==> config.mk <==
export PLATFORM = sky130hd
export DESIGN_NAME = sms_ctrl
export DESIGN_NICKNAME = d
export VERILOG_FILES = /design/src/hdl/sms_pkg.sv /design/src/hdl/sms_wait_timer.sv /design/src/hdl/sms_ctrl.sv
export SDC_FILE = /design/constraint.sdc
export NUM_CORES = 1
export LEC_CHECK = 0
export ABC_AREA = 1
export ABC_CLOCK_PERIOD_IN_PS = 1600
export BUFFER_PORTS_ARGS = -buffer_cell sky130_fd_sc_hd__buf_2
export CAP_MARGIN = 20
export CORE_MARGIN = 2
export CORE_UTILIZATION = 25
export DETAILED_ROUTE_END_ITERATION = 6
export GPL_TIMING_DRIVEN = 0
export HOLD_SLACK_MARGIN = 0.1
export PLACE_DENSITY = 0.51
export SLEW_MARGIN = 10
export SYNTH_ARGS = -nofsm -noshare
export SYNTH_HDL_FRONTEND = slang
export SYNTH_SLANG_ARGS = --single-unit
==> constraint.sdc <==
create_clock -name clk_sys -period 1.6 [get_ports clk_sys]
set_input_delay 0.08 -clock clk_sys [delete_from_list [all_inputs] [get_ports clk_sys]]
set_output_delay 0.08 -clock clk_sys [all_outputs]
set_load 0.02 [all_outputs]
==> src/hdl/sms_pkg.sv <==
// shared constants and types of the deep-sleep standby controller
package sms_pkg;
  localparam int CLK_PERIOD_NS = 100;
  localparam int HOLD_TIME_NS = 5000;
  localparam int HOLD_CYCLES = (HOLD_TIME_NS + CLK_PERIOD_NS - 1) / CLK_PERIOD_NS;
  localparam int HOLD_W = 7;
  localparam int SETTLE_W = 16;
  localparam int SETTLE_SEL_MAX = 4;

  localparam logic [1:0] IDX_CTRL = 2'h0;
  localparam logic [1:0] IDX_CLKSEL = 2'h1;
  localparam logic [1:0] IDX_STATUS = 2'h2;

  localparam int CTRL_SETTLE_LSB = 0;
  localparam int CTRL_AMP = 3;
  localparam int CTRL_LSRUN = 4;
  localparam int CTRL_W = 5;
  localparam logic [4:0] CTRL_RESET = 5'h10;

  localparam int CSEL_TA_EXT = 0;
  localparam int CSEL_TB_EXT = 1;
  localparam int CSEL_AUX_LSB = 2;
  localparam int CSEL_ASYNC_TA = 5;
  localparam int CSEL_CSP_EXT = 6;
  localparam int CSEL_W = 7;
  localparam logic [6:0] CSEL_RESET = 7'h00;

  localparam logic [2:0] AUX_LS = 3'h0;
  localparam logic [2:0] AUX_LS_DIV7 = 3'h1;
  localparam logic [2:0] AUX_LS_DIV9 = 3'h2;

  localparam logic [1:0] SRC_FAST = 2'h0;
  localparam logic [1:0] SRC_CRYSTAL = 2'h1;
  localparam logic [1:0] SRC_EXTMAIN = 2'h2;

  typedef enum logic [3:0] {
    ST_RUN = 4'b0001,
    ST_LIGHT = 4'b0010,
    ST_DEEP = 4'b0100,
    ST_SETTLE = 4'b1000
  } sms_state_e;
endpackage

==> src/hdl/sms_wait_timer.sv <==
// down counter for the oscillation stabilization wait
`timescale 1ns/1ps
`default_nettype none
module sms_wait_timer #(
  parameter int Width = 16
) (
  input wire logic clk_sys,
  input wire logic rst,
  input wire logic start,
  input wire logic [Width-1:0] loadVal,
  output logic expired
);
  logic [Width-1:0] cnt_q;

  always_ff @(posedge clk_sys) begin
    if (rst) begin
      cnt_q <= '0;
    end else if (start) begin
      cnt_q <= loadVal;
    end else if (cnt_q != '0) begin
      cnt_q <= cnt_q - 1'b1;
    end
  end

  assign expired = (cnt_q == '0);
endmodule // sms_wait_timer
`default_nettype wire

==> src/hdl/sms_ctrl.sv <==
// deep-sleep standby controller with avalon register slave
//
// Design decisions made here: the Avalon-MM register port and the placing of the registers.
`timescale 1ns/1ps
`default_nettype none
// Function
// - enter only by stop instruction on main clock
// - pending unmasked request drops to light-sleep
// - deep-sleep cuts cpu clock and main oscillators
// - keep ram, port latches, low-speed oscillator state
// - regulators go low-current in deep-sleep
// - 8-bit counters run only on external input
// - aux timer runs only on low-speed selections
// - watchdog runs unless low-speed oscillator stopped
// - stop never halts low-speed oscillator itself
// - async serial runs only from external-clocked timer
// - clocked serial port runs only on external clock
// - amplifier gain withholds clock five microseconds on fast or external main source
// - unmasked request wakes, then vector or next
// - only interrupt or reset ends deep-sleep
// - reset ends deep-sleep, restarts at reset vector
module sms_ctrl #(
  parameter int NumIrq = 8,
  parameter int SettleUnitCycles = 256
) (
  input wire logic clk_sys,
  input wire logic rst,
  input wire logic [3:0] avs_address,
  input wire logic avs_read,
  input wire logic avs_write,
  input wire logic [31:0] avs_writedata,
  output logic [31:0] avs_readdata,
  output logic avs_waitrequest,
  input wire logic stopExec,
  input wire logic cpuOnMainClk,
  input wire logic [1:0] cpuClkSrc,
  input wire logic [NumIrq-1:0] irqReqFlags,
  input wire logic [NumIrq-1:0] irqMaskFlags,
  input wire logic intAckEnable,
  input wire logic lsOscStoppableOpt,
  output logic cpuClkEn,
  output logic mainOscEn,
  output logic extClkInEn,
  output logic pllEn,
  output logic flashEn,
  output logic timer16En,
  output logic usbEn,
  output logic regLowCurrent,
  output logic retainHold,
  output logic timerAEn,
  output logic timerBEn,
  output logic auxTimerEn,
  output logic wdtClkEn,
  output logic lowSpeedOscEn,
  output logic asyncSerialEn,
  output logic clockedSerialEn,
  output logic supervisorEn,
  output logic takeVector,
  output logic resumeNext,
  output logic resetVectorStart
);
  // the unit shifted by the clamped select must still fit the settle counter
  if (NumIrq < 1 || SettleUnitCycles < 1 || SettleUnitCycles > 4095) begin : g_bad_param
    $error("sms_ctrl: NumIrq or SettleUnitCycles out of range");
  end

  sms_pkg::sms_state_e state_q, state_d;
  logic [sms_pkg::CTRL_W-1:0] ctrl_q;
  logic [sms_pkg::CSEL_W-1:0] csel_q;
  logic waitReq_q;
  logic [31:0] rdata_q;
  logic optStop_q, firstCycle_q, lastWakeInt_q, lastLight_q, ampHold_q;
  logic [sms_pkg::HOLD_W-1:0] holdCnt_q;
  logic [7:0] sinceRel_q;
  logic pending, stopGo, timerStart, timerExpired, exitWake, ampCond;
  logic [sms_pkg::SETTLE_W-1:0] settleLoad;
  logic [2:0] auxSel;
  logic deepNext;

  function automatic logic [sms_pkg::SETTLE_W-1:0] settleCycles(input logic [2:0] sel);
    logic [2:0] s;
    s = (sel > 3'(sms_pkg::SETTLE_SEL_MAX)) ? 3'(sms_pkg::SETTLE_SEL_MAX) : sel;
    settleCycles = sms_pkg::SETTLE_W'(SettleUnitCycles) << s;
  endfunction

  assign pending = |(irqReqFlags & ~irqMaskFlags);
  assign stopGo = stopExec && cpuOnMainClk;
  assign ampCond = ctrl_q[sms_pkg::CTRL_AMP] &&
    (cpuClkSrc == sms_pkg::SRC_FAST || cpuClkSrc == sms_pkg::SRC_EXTMAIN);
  assign auxSel = csel_q[sms_pkg::CSEL_AUX_LSB +: 3];
  assign settleLoad = settleCycles(ctrl_q[sms_pkg::CTRL_SETTLE_LSB +: 3]);
  assign timerStart = (state_q == sms_pkg::ST_RUN && stopGo && pending) ||
    (state_q == sms_pkg::ST_DEEP && pending);
  assign exitWake = state_q != sms_pkg::ST_RUN && state_d == sms_pkg::ST_RUN;
  assign deepNext = (state_d == sms_pkg::ST_DEEP);

  sms_wait_timer #(.Width(sms_pkg::SETTLE_W)) u_wait (
    .clk_sys(clk_sys),
    .rst(rst),
    .start(timerStart),
    .loadVal(settleLoad),
    .expired(timerExpired)
  );

  always_comb begin
    state_d = state_q;
    unique case (state_q)
      sms_pkg::ST_RUN: begin
        if (stopGo) begin
          state_d = pending ? sms_pkg::ST_LIGHT : sms_pkg::ST_DEEP;
        end
      end
      sms_pkg::ST_LIGHT: begin
        if (timerExpired) begin
          state_d = sms_pkg::ST_RUN;
        end
      end
      sms_pkg::ST_DEEP: begin
        if (pending) begin
          state_d = sms_pkg::ST_SETTLE;
        end
      end
      sms_pkg::ST_SETTLE: begin
        if (timerExpired && holdCnt_q == '0) begin
          state_d = sms_pkg::ST_RUN;
        end
      end
      default: state_d = sms_pkg::ST_RUN;
    endcase
  end

  // reset overrides every state, deep-sleep included
  always_ff @(posedge clk_sys) begin
    if (rst) begin
      state_q <= sms_pkg::ST_RUN;
    end else begin
      state_q <= state_d;
    end
  end

  // the option is a strap, so it is caught on the first clock after release
  always_ff @(posedge clk_sys) begin
    if (rst) begin
      firstCycle_q <= 1'b1;
      optStop_q <= 1'b0;
      resetVectorStart <= 1'b0;
    end else begin
      firstCycle_q <= 1'b0;
      resetVectorStart <= firstCycle_q;
      if (firstCycle_q) begin
        optStop_q <= lsOscStoppableOpt;
      end
    end
  end

  always_ff @(posedge clk_sys) begin
    if (rst) begin
      holdCnt_q <= '0;
      ampHold_q <= 1'b0;
    end else if (state_q == sms_pkg::ST_DEEP && pending) begin
      holdCnt_q <= ampCond ? sms_pkg::HOLD_W'(sms_pkg::HOLD_CYCLES) : '0;
      ampHold_q <= ampCond;
    end else if (holdCnt_q != '0) begin
      holdCnt_q <= holdCnt_q - 1'b1;
    end
  end

  always_ff @(posedge clk_sys) begin
    if (rst) begin
      takeVector <= 1'b0;
      resumeNext <= 1'b0;
      lastWakeInt_q <= 1'b0;
      lastLight_q <= 1'b0;
    end else begin
      takeVector <= exitWake && intAckEnable;
      resumeNext <= exitWake && !intAckEnable;
      if (exitWake) begin
        lastWakeInt_q <= 1'b1;
        lastLight_q <= (state_q == sms_pkg::ST_LIGHT);
      end
    end
  end

  // enables follow the next state so they line up with state_q
  always_ff @(posedge clk_sys) begin
    if (rst) begin
      cpuClkEn <= 1'b1;
      mainOscEn <= 1'b1;
      extClkInEn <= 1'b1;
      pllEn <= 1'b1;
      flashEn <= 1'b1;
      timer16En <= 1'b1;
      usbEn <= 1'b1;
      regLowCurrent <= 1'b0;
      retainHold <= 1'b0;
    end else begin
      cpuClkEn <= (state_d == sms_pkg::ST_RUN);
      mainOscEn <= !deepNext;
      extClkInEn <= !deepNext;
      pllEn <= !deepNext;
      flashEn <= (state_d == sms_pkg::ST_RUN);
      timer16En <= !deepNext;
      usbEn <= !deepNext;
      regLowCurrent <= deepNext;
      retainHold <= (state_d != sms_pkg::ST_RUN);
    end
  end

  always_ff @(posedge clk_sys) begin
    if (rst) begin
      timerAEn <= 1'b1;
      timerBEn <= 1'b1;
      auxTimerEn <= 1'b1;
      asyncSerialEn <= 1'b1;
      clockedSerialEn <= 1'b1;
    end else begin
      timerAEn <= !deepNext || csel_q[sms_pkg::CSEL_TA_EXT];
      timerBEn <= !deepNext || csel_q[sms_pkg::CSEL_TB_EXT];
      auxTimerEn <= !deepNext || auxSel == sms_pkg::AUX_LS ||
        auxSel == sms_pkg::AUX_LS_DIV7 || auxSel == sms_pkg::AUX_LS_DIV9;
      asyncSerialEn <= !deepNext ||
        (csel_q[sms_pkg::CSEL_ASYNC_TA] && csel_q[sms_pkg::CSEL_TA_EXT]);
      clockedSerialEn <= !deepNext || csel_q[sms_pkg::CSEL_CSP_EXT];
    end
  end

  // state changes never touch the low-speed oscillator, only the strap and software do
  always_ff @(posedge clk_sys) begin
    if (rst) begin
      lowSpeedOscEn <= 1'b1;
      wdtClkEn <= 1'b1;
      supervisorEn <= 1'b1;
    end else begin
      lowSpeedOscEn <= !optStop_q || ctrl_q[sms_pkg::CTRL_LSRUN];
      wdtClkEn <= !optStop_q || ctrl_q[sms_pkg::CTRL_LSRUN];
      supervisorEn <= 1'b1;
    end
  end

  // one wait cycle per access: waitrequest drops on the second cycle
  always_ff @(posedge clk_sys) begin
    if (rst) begin
      waitReq_q <= 1'b1;
      rdata_q <= '0;
    end else begin
      waitReq_q <= !((avs_read || avs_write) && waitReq_q);
      if (avs_read && waitReq_q) begin
        unique case (avs_address[3:2])
          sms_pkg::IDX_CTRL: rdata_q <= 32'(ctrl_q);
          sms_pkg::IDX_CLKSEL: rdata_q <= 32'(csel_q);
          sms_pkg::IDX_STATUS: rdata_q <= 32'({optStop_q, lastLight_q, lastWakeInt_q,
            1'b0, state_q});
          default: rdata_q <= '0;
        endcase
      end else begin
        rdata_q <= '0;
      end
    end
  end

  always_ff @(posedge clk_sys) begin
    if (rst) begin
      ctrl_q <= sms_pkg::CTRL_RESET;
      csel_q <= sms_pkg::CSEL_RESET;
    end else if (avs_write && !waitReq_q) begin
      if (avs_address[3:2] == sms_pkg::IDX_CTRL) begin
        ctrl_q <= avs_writedata[sms_pkg::CTRL_W-1:0];
      end
      if (avs_address[3:2] == sms_pkg::IDX_CLKSEL) begin
        csel_q <= avs_writedata[sms_pkg::CSEL_W-1:0];
      end
    end
  end

  assign avs_readdata = rdata_q;
  assign avs_waitrequest = waitReq_q;

  always_ff @(posedge clk_sys) begin
    if (rst || state_q != sms_pkg::ST_SETTLE) begin
      sinceRel_q <= 8'h00;
    end else if (sinceRel_q != 8'hff) begin
      sinceRel_q <= sinceRel_q + 8'h01;
    end
  end

  a_entry_main_clk: assert property (@(posedge clk_sys) disable iff (rst)
    state_q == sms_pkg::ST_RUN && stopExec && !cpuOnMainClk |=> state_q == sms_pkg::ST_RUN)
    else $error("stop entered off main clock");
  a_pending_light: assert property (@(posedge clk_sys) disable iff (rst)
    state_q == sms_pkg::ST_RUN && stopGo && pending |=> state_q == sms_pkg::ST_LIGHT && cpuClkEn == 1'b0)
    else $error("pending request did not drop to light-sleep");
  a_deep_gating: assert property (@(posedge clk_sys) disable iff (rst)
    state_q == sms_pkg::ST_DEEP |-> !cpuClkEn && !mainOscEn && !extClkInEn && !pllEn &&
    !flashEn && !timer16En && !usbEn)
    else $error("clock or block left running in deep-sleep");
  a_retain_state: assert property (@(posedge clk_sys) disable iff (rst)
    state_q == sms_pkg::ST_DEEP && $past(state_q) == sms_pkg::ST_DEEP |->
    retainHold && $stable(lowSpeedOscEn))
    else $error("retention lost in deep-sleep");
  a_reg_lowcur: assert property (@(posedge clk_sys) disable iff (rst)
    regLowCurrent == (state_q == sms_pkg::ST_DEEP))
    else $error("regulator mode wrong");
  a_timer_ext: assert property (@(posedge clk_sys) disable iff (rst)
    state_q == sms_pkg::ST_DEEP && $past(state_q) == sms_pkg::ST_DEEP |->
    timerAEn == $past(csel_q[sms_pkg::CSEL_TA_EXT]) && timerBEn == $past(csel_q[sms_pkg::CSEL_TB_EXT]))
    else $error("8-bit counter enable wrong in deep-sleep");
  a_aux_timer: assert property (@(posedge clk_sys) disable iff (rst)
    state_q == sms_pkg::ST_DEEP && $past(state_q) == sms_pkg::ST_DEEP && $past(auxSel) > 3'h2
    |-> !auxTimerEn)
    else $error("aux timer runs on internal clock in deep-sleep");
  a_wdt_clock: assert property (@(posedge clk_sys) disable iff (rst || firstCycle_q)
    ##1 wdtClkEn == !($past(optStop_q) && !$past(ctrl_q[sms_pkg::CTRL_LSRUN])))
    else $error("watchdog clock feed wrong");
  a_stop_keeps_ls: assert property (@(posedge clk_sys) disable iff (rst)
    state_q == sms_pkg::ST_RUN && stopGo && lowSpeedOscEn && $stable(ctrl_q) |=> lowSpeedOscEn)
    else $error("stop entry halted low-speed oscillator");
  a_async_serial: assert property (@(posedge clk_sys) disable iff (rst)
    state_q == sms_pkg::ST_DEEP && asyncSerialEn |-> timerAEn)
    else $error("async serial runs without external-clocked timer");
  a_csp_extclk: assert property (@(posedge clk_sys) disable iff (rst)
    state_q == sms_pkg::ST_DEEP && $past(state_q) == sms_pkg::ST_DEEP |->
    clockedSerialEn == $past(csel_q[sms_pkg::CSEL_CSP_EXT]))
    else $error("clocked serial enable wrong in deep-sleep");
  a_hold_5us: assert property (@(posedge clk_sys) disable iff (rst)
    state_q == sms_pkg::ST_RUN && $past(state_q) == sms_pkg::ST_SETTLE && ampHold_q |->
    cpuClkEn && $past(sinceRel_q) >= 8'(sms_pkg::HOLD_CYCLES))
    else $error("cpu clock returned before hold time");
  a_wake_result: assert property (@(posedge clk_sys) disable iff (rst)
    exitWake |=> takeVector == $past(intAckEnable) && resumeNext == !$past(intAckEnable))
    else $error("wake did not choose vector or next");
  a_wake_only: assert property (@(posedge clk_sys) disable iff (rst)
    state_q == sms_pkg::ST_DEEP && !pending |=> state_q == sms_pkg::ST_DEEP)
    else $error("deep-sleep left without request");
  a_reset_exit: assert property (@(posedge clk_sys)
    rst ##1 !rst |-> state_q == sms_pkg::ST_RUN ##1 resetVectorStart)
    else $error("reset did not restart from reset vector");
  a_supervisors: assert property (@(posedge clk_sys) disable iff (rst) supervisorEn)
    else $error("supervisory functions disabled");
endmodule // sms_ctrl
`default_nettype wire

==> results.tsv, run 1 <==
metric	value	unit
run_status	finished clean	
avgRoutedWirePerCell	10.7	µm
hold_violations	0	
portBuffers	61	
maxCapViolations	0	
coreArea	12100	µm²
wl	7.51	mm
yosys_warnings	0	
antenna_found_initial	0	
ys_types	36	
power.total	6.57	mW
grt_pass1_vias	2713	
num_antenna_cells	0	
vias	2894	
worst_slack	107	ps
timing.fmax	0.670	GHz
fin_area	4260	µm²
fin_crit_sh	0.933	
async_flop_share	0	
first_pass_iters	5	
mostFrequentLayoutCell	nand2_1	
dpl_cell_area	3730	µm²
die_w	116	µm
fin_skew	7.02	ps
start_util	0.258	
worst_pin_slew	512	ps
power.internal	4.14	mW
synth_edf_count	0	
worstPathMaxFanout	4	
hp-class	in -> reg	
worstSetupPathType	reg -> reg	
drive_above_1_share	0.287	
end_kind	flip-flop	
gp_congestion	0.829	
relSlewSlack	0.657	
syn2layout_area_growth	36.1	%
p_sw_frac	0.370	
worstSetupStartpointType	flip-flop	
num_io_pins	115	
grt-ovfl-total	0	
grt_use_total	0.118	
ir_drop	0.000558	V
pre_cts_slack	-110	ps
clkTransAtPathRegs	60	ps
chipHeight	116	µm
crit_arrival	1680	ps
grt_start_max_net_pins	13	
syn_area_per_cell	7.41	µm²
path_buf_inv	2	
worstPathCellList	inv_2 -> ha_4 -> nand3_2 -> nor2_4 -> buf_4 -> nand4_1 -> nand3_2 -> nand2_2 -> nand2_1 -> a21oi_1	
setup_viol	0	
final_cell_mix	nand2_1 (69), buf_2 (62), dfxtp_1 (61)	
ys_ff_latch	65	
final_nets	598	
required	1790	ps
dp.cells	674	
avgViaCountPerCell	4.11	
regArea	1310	µm²
ys.flop_type	dfxtp_1	
multiInputGateArea	1500	µm²
cpPeakStageDelay	360	ps
leakage	2.04	nW
finalCriticalPeriod	1490	ps
netlist_instances	422	
dp_hpwl	5.63	mm
cellPowerDensity	1540	nW/µm²
pwr-share-clk	0.303	
cts_tree	done	
drt_drc_violations_left	0	
clk_latency	330	ps
finalMaxSlewViolations	0	
seq_area_frac_synth	0.416	
combPwrFrac	0.375	
rsz0062_at_grt	true	
grt_pass1_wl	12.5	mm
syn-cell-area	3130	µm²
post_layout_nonfiller_instances	704	
critical_path.most_common_cell	nand3_2	
placementRows	40	
cts.sinks	65	
critPathTopFamily	simple AND/OR/NAND/NOR gates	
drtAntennaViolNets	0	
cts_buffers	9	
fillers	1311	
clockBufferDepth	2	
seqPwrFrac	0.322	
switchingPower	2.43	mW
clk_root_buffer_cell	clkbuf_16	
crit_slowest_cell	dfxtp_4	
htreeDepth	3	
dieArea	13400	µm²
drtIter0Drc	103	
[synthesized netlist by cell type, types with 4 or more instances]
library cell   n  area share
nand2_2        4      0.0080
nand2_1       72       0.086
nand3_1       17       0.027
nor3_1         9       0.014
nand4_1        4      0.0080
nor2_1        55       0.066
or2_1          4      0.0080
xor2_1        10       0.028
o21ai_0       21       0.034
a21oi_1       25       0.040
ha_1           4       0.016
nor2_2         7       0.014
buf_4         31       0.074
dfxtp_1       65        0.42
inv_1         53       0.064
[metrics by stage]
| stage | hold slack (ps) | TNS, ps | util |
|---|---|---|---|
| 2_1_floorplan | 108 | 0 | - |
| 3_3_place_gp | 215 | -205 | 0.308 |
| 3_5_place_dp | 221 | -266 | 0.308 |
| 4_1_cts | 144 | 0 | 0.344 |
| 5_1_grt | 168 | -81.0 | 0.351 |
| 6_report | 147 | 0 | 0.351 |
[power groups by stage]
| stage | registers (mW) | logic, mW | clock network [mW] |
|---|---|---|---|
| after floorplan | 2.10 | 1.82 | 0 |
| after global placement | 2.12 | 2.22 | 0 |
| after detailed placement | 2.12 | 2.25 | 0 |
| after CTS | 2.09 | 2.32 | 2.02 |
| after global routing | 2.15 | 2.82 | 2.11 |
| final | 2.12 | 2.46 | 1.99 |
[final timing paths]
| path | from | endpoint | slack, ps | cells after the start |
|---|---|---|---|---|
| setup / recovery | u_wait.cnt_q[0]$_SDFFE_PP0P_ | lastLight_q$_SDFFE_PP0P_ | 110 | 10 |
| hold / removal | cpuClkSrc[0] | holdCnt_q[5]$_SDFFE_PP0P_ | 150 | 4 |
| setup reg to reg | u_wait.cnt_q[0]$_SDFFE_PP0P_ | lastLight_q$_SDFFE_PP0P_ | 110 | 10 |
| hold reg to reg | firstCycle_q$_DFF_P_ | resetVectorStart$_SDFF_PP0_ | 470 | 2 |
[final cells by class]
cell class | count | area share
inverters | 56 | 0.0494
flip-flops and latches | 65 | 0.307
clock inverters | 5 | 0.0150
plain buffers | 37 | 0.0638
repair buffers | 76 | 0.106
clock buffers | 10 | 0.0561
multi-input cells | 287 | 0.353
well taps | 168 | 0.0494
[state kept, by name (all words and copies together), names as in the netlist, 4 cells and up]
| register | count |
|---|---|
| u_wait.cnt_q | 16 |
| avs_readdata | 8 |
| csel_q | 7 |
| holdCnt_q | 7 |
| ctrl_q | 5 |
| state_q | 4 |
[cells by family (layout without fill, tap and decap cells)]
family	count (synthesis)	count (layout)	synth area share
AO/OA/AOI/OAI	62	62	0.110
XOR/XNOR	12	12	0.0336
adder cells (fa/ha/maj)	4	4	0.0160
buffers and inverters	93	184	0.154
flip-flops	65	65	0.416
other	2	25	0.00240
AND/OR/NAND/NOR	184	184	0.267
[routing by layer]
metal	up-vias	track usage	wire length (µm)
met3	4	0.0408	426
met1	1298	0.149	3420
met5	-	0	0
met2	84	0.193	3600
li1	1508	-	-
met4	0	0.0325	61
[worst reg2reg max path, stage by stage, from the launching register on]
cell and delay (ps):
dfxtp_4 360, inv_2 80, ha_4 130, nand3_2 90
nor2_4 160, buf_4 120, nand4_1 100, nand3_2 110
nand2_2 80, nand2_1 70, a21oi_1 50
[what timing repair did]
| action | 4_1_cts | 5_1_grt |
|---|---|---|
| endpoints found under the setup margin | 9 | 18 |
| hold buffers | 13 | 0 |
| hold endpoints to repair | 18 | 0 |
| pin swaps | 1 | 8 |
| setup buffers | 0 | 2 |
| resized for setup | 3 | 23 |
| cloned | 0 | 0 |
Note: power is estimated with default switching activity, not from simulation.
==> run 2: changes to the inputs <==
- REMOVE_ABC_BUFFERS: unset -> 1
==> run 2 against run 1 <==
Effect of this change:
- worst hold slack got worse by 4.9 ps
- die area did not move
- global-route usage fell by 0.67 points
- register-to-register slack got worse by 20 ps
- via count fell by 5.0%
- combinational power fell by 5%
- non-clock buffer count fell by 32
- largest power group unchanged
- critical path depth fell by 2
- clock power rose by 8%
- total power rose by 0.21%
==> results.tsv, run 2 (same netlist as run 1, synthesis figures left out) <==
metric	value	unit
crit_slowest_cell	dfxtp_1	
final_nets	566	
worstSetupPathType	reg -> reg	
drtIter0Drc	92	
grt_pass1_vias	2588	
first_pass_iters	4	
grt_start_max_net_pins	26	
worstSetupStartpointType	flip-flop	
die_w	116	µm
ir_drop	0.000633	V
finalMaxSlewViolations	0	
cts_tree	done	
finalCriticalPeriod	1520	ps
num_io_pins	115	
worstHoldPathCells	4	
chipHeight	116	µm
dieArea	13400	µm²
final_cell_mix	nand2_1 (69), dfxtp_1 (63), buf_2 (61)	
leakage	1.90	nW
wl_met1	3.44	mm
wl	7.22	mm
dp_hpwl	5.20	mm
run_status	finished clean	
required	1790	ps
worstPathMaxFanout	8	
fin_area	4040	µm²
cts.sinks	65	
num_antenna_cells	0	
avgViaCountPerCell	4.08	
met3_length	411	µm
clockBufferDepth	2	
r2r_cells	8	
gp_congestion	0.890	
grt_pass1_wl	11.7	mm
cellPowerDensity	1630	nW/µm²
clk_root_buffer_cell	clkbuf_16	
wl_met2	3.22	mm
worstPathCellList	nor2_1 -> nand2_2 -> nor2_4 -> nand2_4 -> nand2_1 -> inv_1 -> o21ai_0 -> a21oi_1	
portBuffers	61	
whs	142	ps
clk_latency	330	ps
vias	2749	
routed.top_layer	met4	
maxCapViolations	0	
worst_pin_slew	547	ps
grt-ovfl-total	0	
setup_viol	0	
fin_crit_sh	0.948	
hp-class	in -> reg	
htreeDepth	3	
cts_buffers	9	
antenna_found_initial	0	
clkTransAtPathRegs	50	ps
drive_above_1_share	0.244	
hold_violations	0	
largest_register_ffs	16	
drt_drc_violations_left	0	
coreArea	12100	µm²
timing.fmax	0.659	GHz
relSlewSlack	0.634	
start_util	0.258	
grt_use_total	0.112	
avgRoutedWirePerCell	10.7	µm
syn2layout_area_growth	29.1	%
end_kind	flip-flop	
crit_arrival	1710	ps
fin_skew	5.47	ps
mostFrequentLayoutCell	nand2_1	
largest_register	u_wait.cnt_q	
cpPeakStageDelay	330	ps
dpl_cell_area	3460	µm²
placementRows	40	
drtAntennaViolNets	0	
run 2: cell type report:
type,count,area (µm²)
fillers,1311,8070
multi-input cells,287,1490
flip-flops and latches,65,1300
repair buffers,81,488
clock buffers,10,239
inverters,56,214
well taps,168,210
clock inverters,6,90.1
run 2: final timing paths:
kind | start | endpoint | slack, ps
worst max-delay path | u_wait.cnt_q[6]$_SDFFE_PP0P_ | u_wait.cnt_q[11]$_SDFFE_PP0P_ | 80
worst min-delay path | cpuClkSrc[0] | holdCnt_q[5]$_SDFFE_PP0P_ | 140
worst max register to register | u_wait.cnt_q[6]$_SDFFE_PP0P_ | u_wait.cnt_q[11]$_SDFFE_PP0P_ | 80
worst min register to register | firstCycle_q$_DFF_P_ | resetVectorStart$_SDFF_PP0_ | 460
run 2: repair_timing:
| action | in CTS | in global routing |
|---|---|---|
| pin swaps | 1 | 7 |
| endpoints found under the hold margin | 17 | 0 |
| gates resized for setup | 4 | 17 |
| endpoints found under the setup margin | 16 | 26 |
| hold buffers | 13 | 0 |
| buffers inserted | 1 | 6 |
run 2: report_power, final:
group / switching [mW] / internal, mW
combinational: 1.45 / 0.888
clock: 0.733 / 1.41
sequential: 0.215 / 1.89
total: 2.39 / 4.19
run 2: critical path: cells and delay by family, from the launching register on:
family / cells / cell delay [ps]
simple gates: 5 / 800
flops: 1 / 330
compound gates: 2 / 170
buf+inv: 1 / 70
run 2: per-layer routing:
layer / vias up / GRT usage
met4: 0 / 0.0556
met2: 91 / 0.177
li1: 1443 / -
met3: 12 / 0.0282
met1: 1203 / 0.141
met5: - / 0
run 2: stage by stage:
stage / utilization / TNS [ps] / power [mW] / cells / setup WS [ps]
after floorplan: - / 0 / 3.82 / 408 / 185
after global placement: 0.285 / -2300 / 4.23 / 637 / -224
after detailed placement: 0.285 / -2420 / 4.26 / 637 / -248
after CTS: 0.326 / 0 / 6.54 / 667 / 0.629
after global routing: 0.333 / -17.1 / 7.07 / 673 / -12.2
final: 0.333 / 0 / 6.59 / 673 / 82.5
==> run 3: changes to the inputs <==
- CTS_BUF_LIST: unset -> sky130_fd_sc_hd__clkbuf_2
==> run 3 against run 2 <==
Effect of this change:
- the run now ends with hold timing left
- first-iteration DRC count increased by 54%
- sequential power about the same
- core utilization decreased by 0.82 points
- register-to-register slack about the same
- non-clock buffer count increased by 8
- critical path depth unchanged
- final cell count increased by 1.2%
- clock skew increased by 18 ps
- combinational power increased by 4%
- total power decreased by 14%
- fmax decreased by 0.51%
- highest routed layer unchanged
==> results.tsv, run 3 (same netlist as run 1, synthesis figures left out) <==
metric	value	unit
drtIter0Drc	142	
num_antenna_cells	0	
r2r-start	u_wait.cnt_q[6]$_SDFFE_PP0P_	
seqPwrFrac	0.370	
mostFrequentLayoutCell	nand2_1	
gp_congestion	0.890	
final_nets	574	
p_sw_frac	0.411	
power.internal	3.35	mW
hold_violations	8	
clkTransAtPathRegs	190	ps
dp_hpwl	5.20	mm
clockBufferDepth	2	
worstPathMaxFanout	4	
r2r-end	lastLight_q$_SDFFE_PP0P_	
fin_crit_sh	0.953	
finalMaxSlewViolations	0	
drtAntennaViolNets	0	
placementRows	40	
drt_drc_violations_left	0	
cts.sinks	65	
relSlewSlack	0.459	
coreArea	12100	µm²
portBuffers	61	
r2r_setup_slack	70	ps
vias	2779	
largest_register	u_wait.cnt_q	
crit_arrival	1930	ps
cts_buffers	9	
hp-class	in -> reg	
min_to	firstCycle_q$_DFF_P_	
syn2layout_area_growth	26.0	%
end_kind	flip-flop	
fin_tns_setup	0	ps
grt_pass1_vias	2652	
wl	7.38	mm
run_status	finished, violations left	
worstSetupPathType	reg -> reg	
r2r_cells	8	
worstHoldPathCells	1	
start_util	0.258	
postCtsHoldBufs	20	
chipHeight	116	µm
final_cell_mix	nand2_1 (67), dfxtp_1 (63), buf_2 (61)	
grt_start_max_net_pins	26	
drive_above_1_share	0.246	
clk_root_buffer_cell	clkbuf_2	
min_from	rst	
setup_viol	0	
worstSetupStartpointType	flip-flop	
clk_latency	520	ps
violations	hold timing	
cts_tree	done	
grt-ovfl-total	0	
avgRoutedWirePerCell	10.8	µm
ir_drop	0.000438	V
required	2000	ps
grt_use_total	0.111	
largest_register_ffs	16	
leakage	1.86	nW
antenna_found_initial	0	
cellPowerDensity	1440	nW/µm²
htreeDepth	3	
multiInputGateArea	1510	µm²
combPwrFrac	0.425	
num_io_pins	115	
grt_pass1_wl	11.7	mm
pwr-share-clk	0.205	
avgViaCountPerCell	4.08	
die_w	116	µm
regArea	1310	µm²
maxCapViolations	0	
timing.fmax	0.656	GHz
finalCriticalPeriod	1530	ps
whs	-121	ps
switchingPower	2.34	mW
first_pass_iters	4	
worst_pin_slew	810	ps
fin_skew	23.2	ps
fillers	1327	
dieArea	13400	µm²
run 3: worst max path at each step:
stage                                 startpoint                            end  depth (start not counted)
finish              u_wait.cnt_q[6]$_SDFFE_PP0P_       lastLight_q$_SDFFE_PP0P_                          8
floorplan           u_wait.cnt_q[0]$_SDFFE_PP0P_   u_wait.cnt_q[1]$_SDFFE_PP0P_                          8
global route        u_wait.cnt_q[1]$_SDFFE_PP0P_       lastLight_q$_SDFFE_PP0P_                          9
global placement                             rst     avs_waitrequest$_SDFF_PP1_                          5
detailed placement                           rst     avs_waitrequest$_SDFF_PP1_                          5
CTS                        state_q[2]$_SDFF_PP0_  u_wait.cnt_q[11]$_SDFFE_PP0P_                          9
run 3: per-layer routing:
| metal | track usage | wire length, µm | up-vias |
|---|---|---|---|
| met4 | 0.0508 | 154 | 0 |
| met2 | 0.175 | 3260 | 95 |
| met1 | 0.141 | 3560 | 1214 |
| met5 | 0 | 0 | - |
| li1 | - | - | 1457 |
| met3 | 0.0298 | 409 | 13 |
run 3: critical path: stages, from the launching register on:
cell and delay, ps:
dfxtp_1 380, nor2_1 210, nand2_2 130, nor2_4 190, nand4_1 170, nand3_2 140, nand2_2 80, nand2_1 70
a21oi_1 50
run 3: through the flow:
stage               worst slack (ps)  cells   util  total power, mW  instance area [µm²]
finish                          74.8    681  0.325             5.69                 3940
detailed placement              -248    637  0.285             4.26                 3460
global placement                -224    637  0.285             4.23                 3460
floorplan                        185    408      -             3.82                 2940
CTS                             7.25    674  0.316             5.57                 3820
global route                   -47.7    681  0.325             6.16                 3940
run 3: power by group through the flow:
| stage | sequential [mW] | combinational [mW] | clock, mW |
|---|---|---|---|
| 5_1_grt | 2.15 | 2.74 | 1.27 |
| 2_1_floorplan | 2.10 | 1.72 | 0 |
| 6_report | 2.11 | 2.42 | 1.17 |
| 3_5_place_dp | 2.13 | 2.14 | 0 |
| 3_3_place_gp | 2.12 | 2.11 | 0 |
| 4_1_cts | 2.10 | 2.27 | 1.20 |
run 3: timing repair:
item	CTS	global route
setup endpoints to repair	17	26
buffers inserted	1	7
pin swaps	2	5
hold endpoints to repair	47	16
resized for setup	5	21
run 3: area by class of cell:
cell class                      instances  share of cell area
Inverter                               56              0.0534
Multi-Input combinational cell        287               0.382
Sequential cell                        65               0.332
Clock buffer                            9              0.0114
Tap cell                              168              0.0534
Timing Repair Buffer                   89               0.144
Clock inverter                          7              0.0238
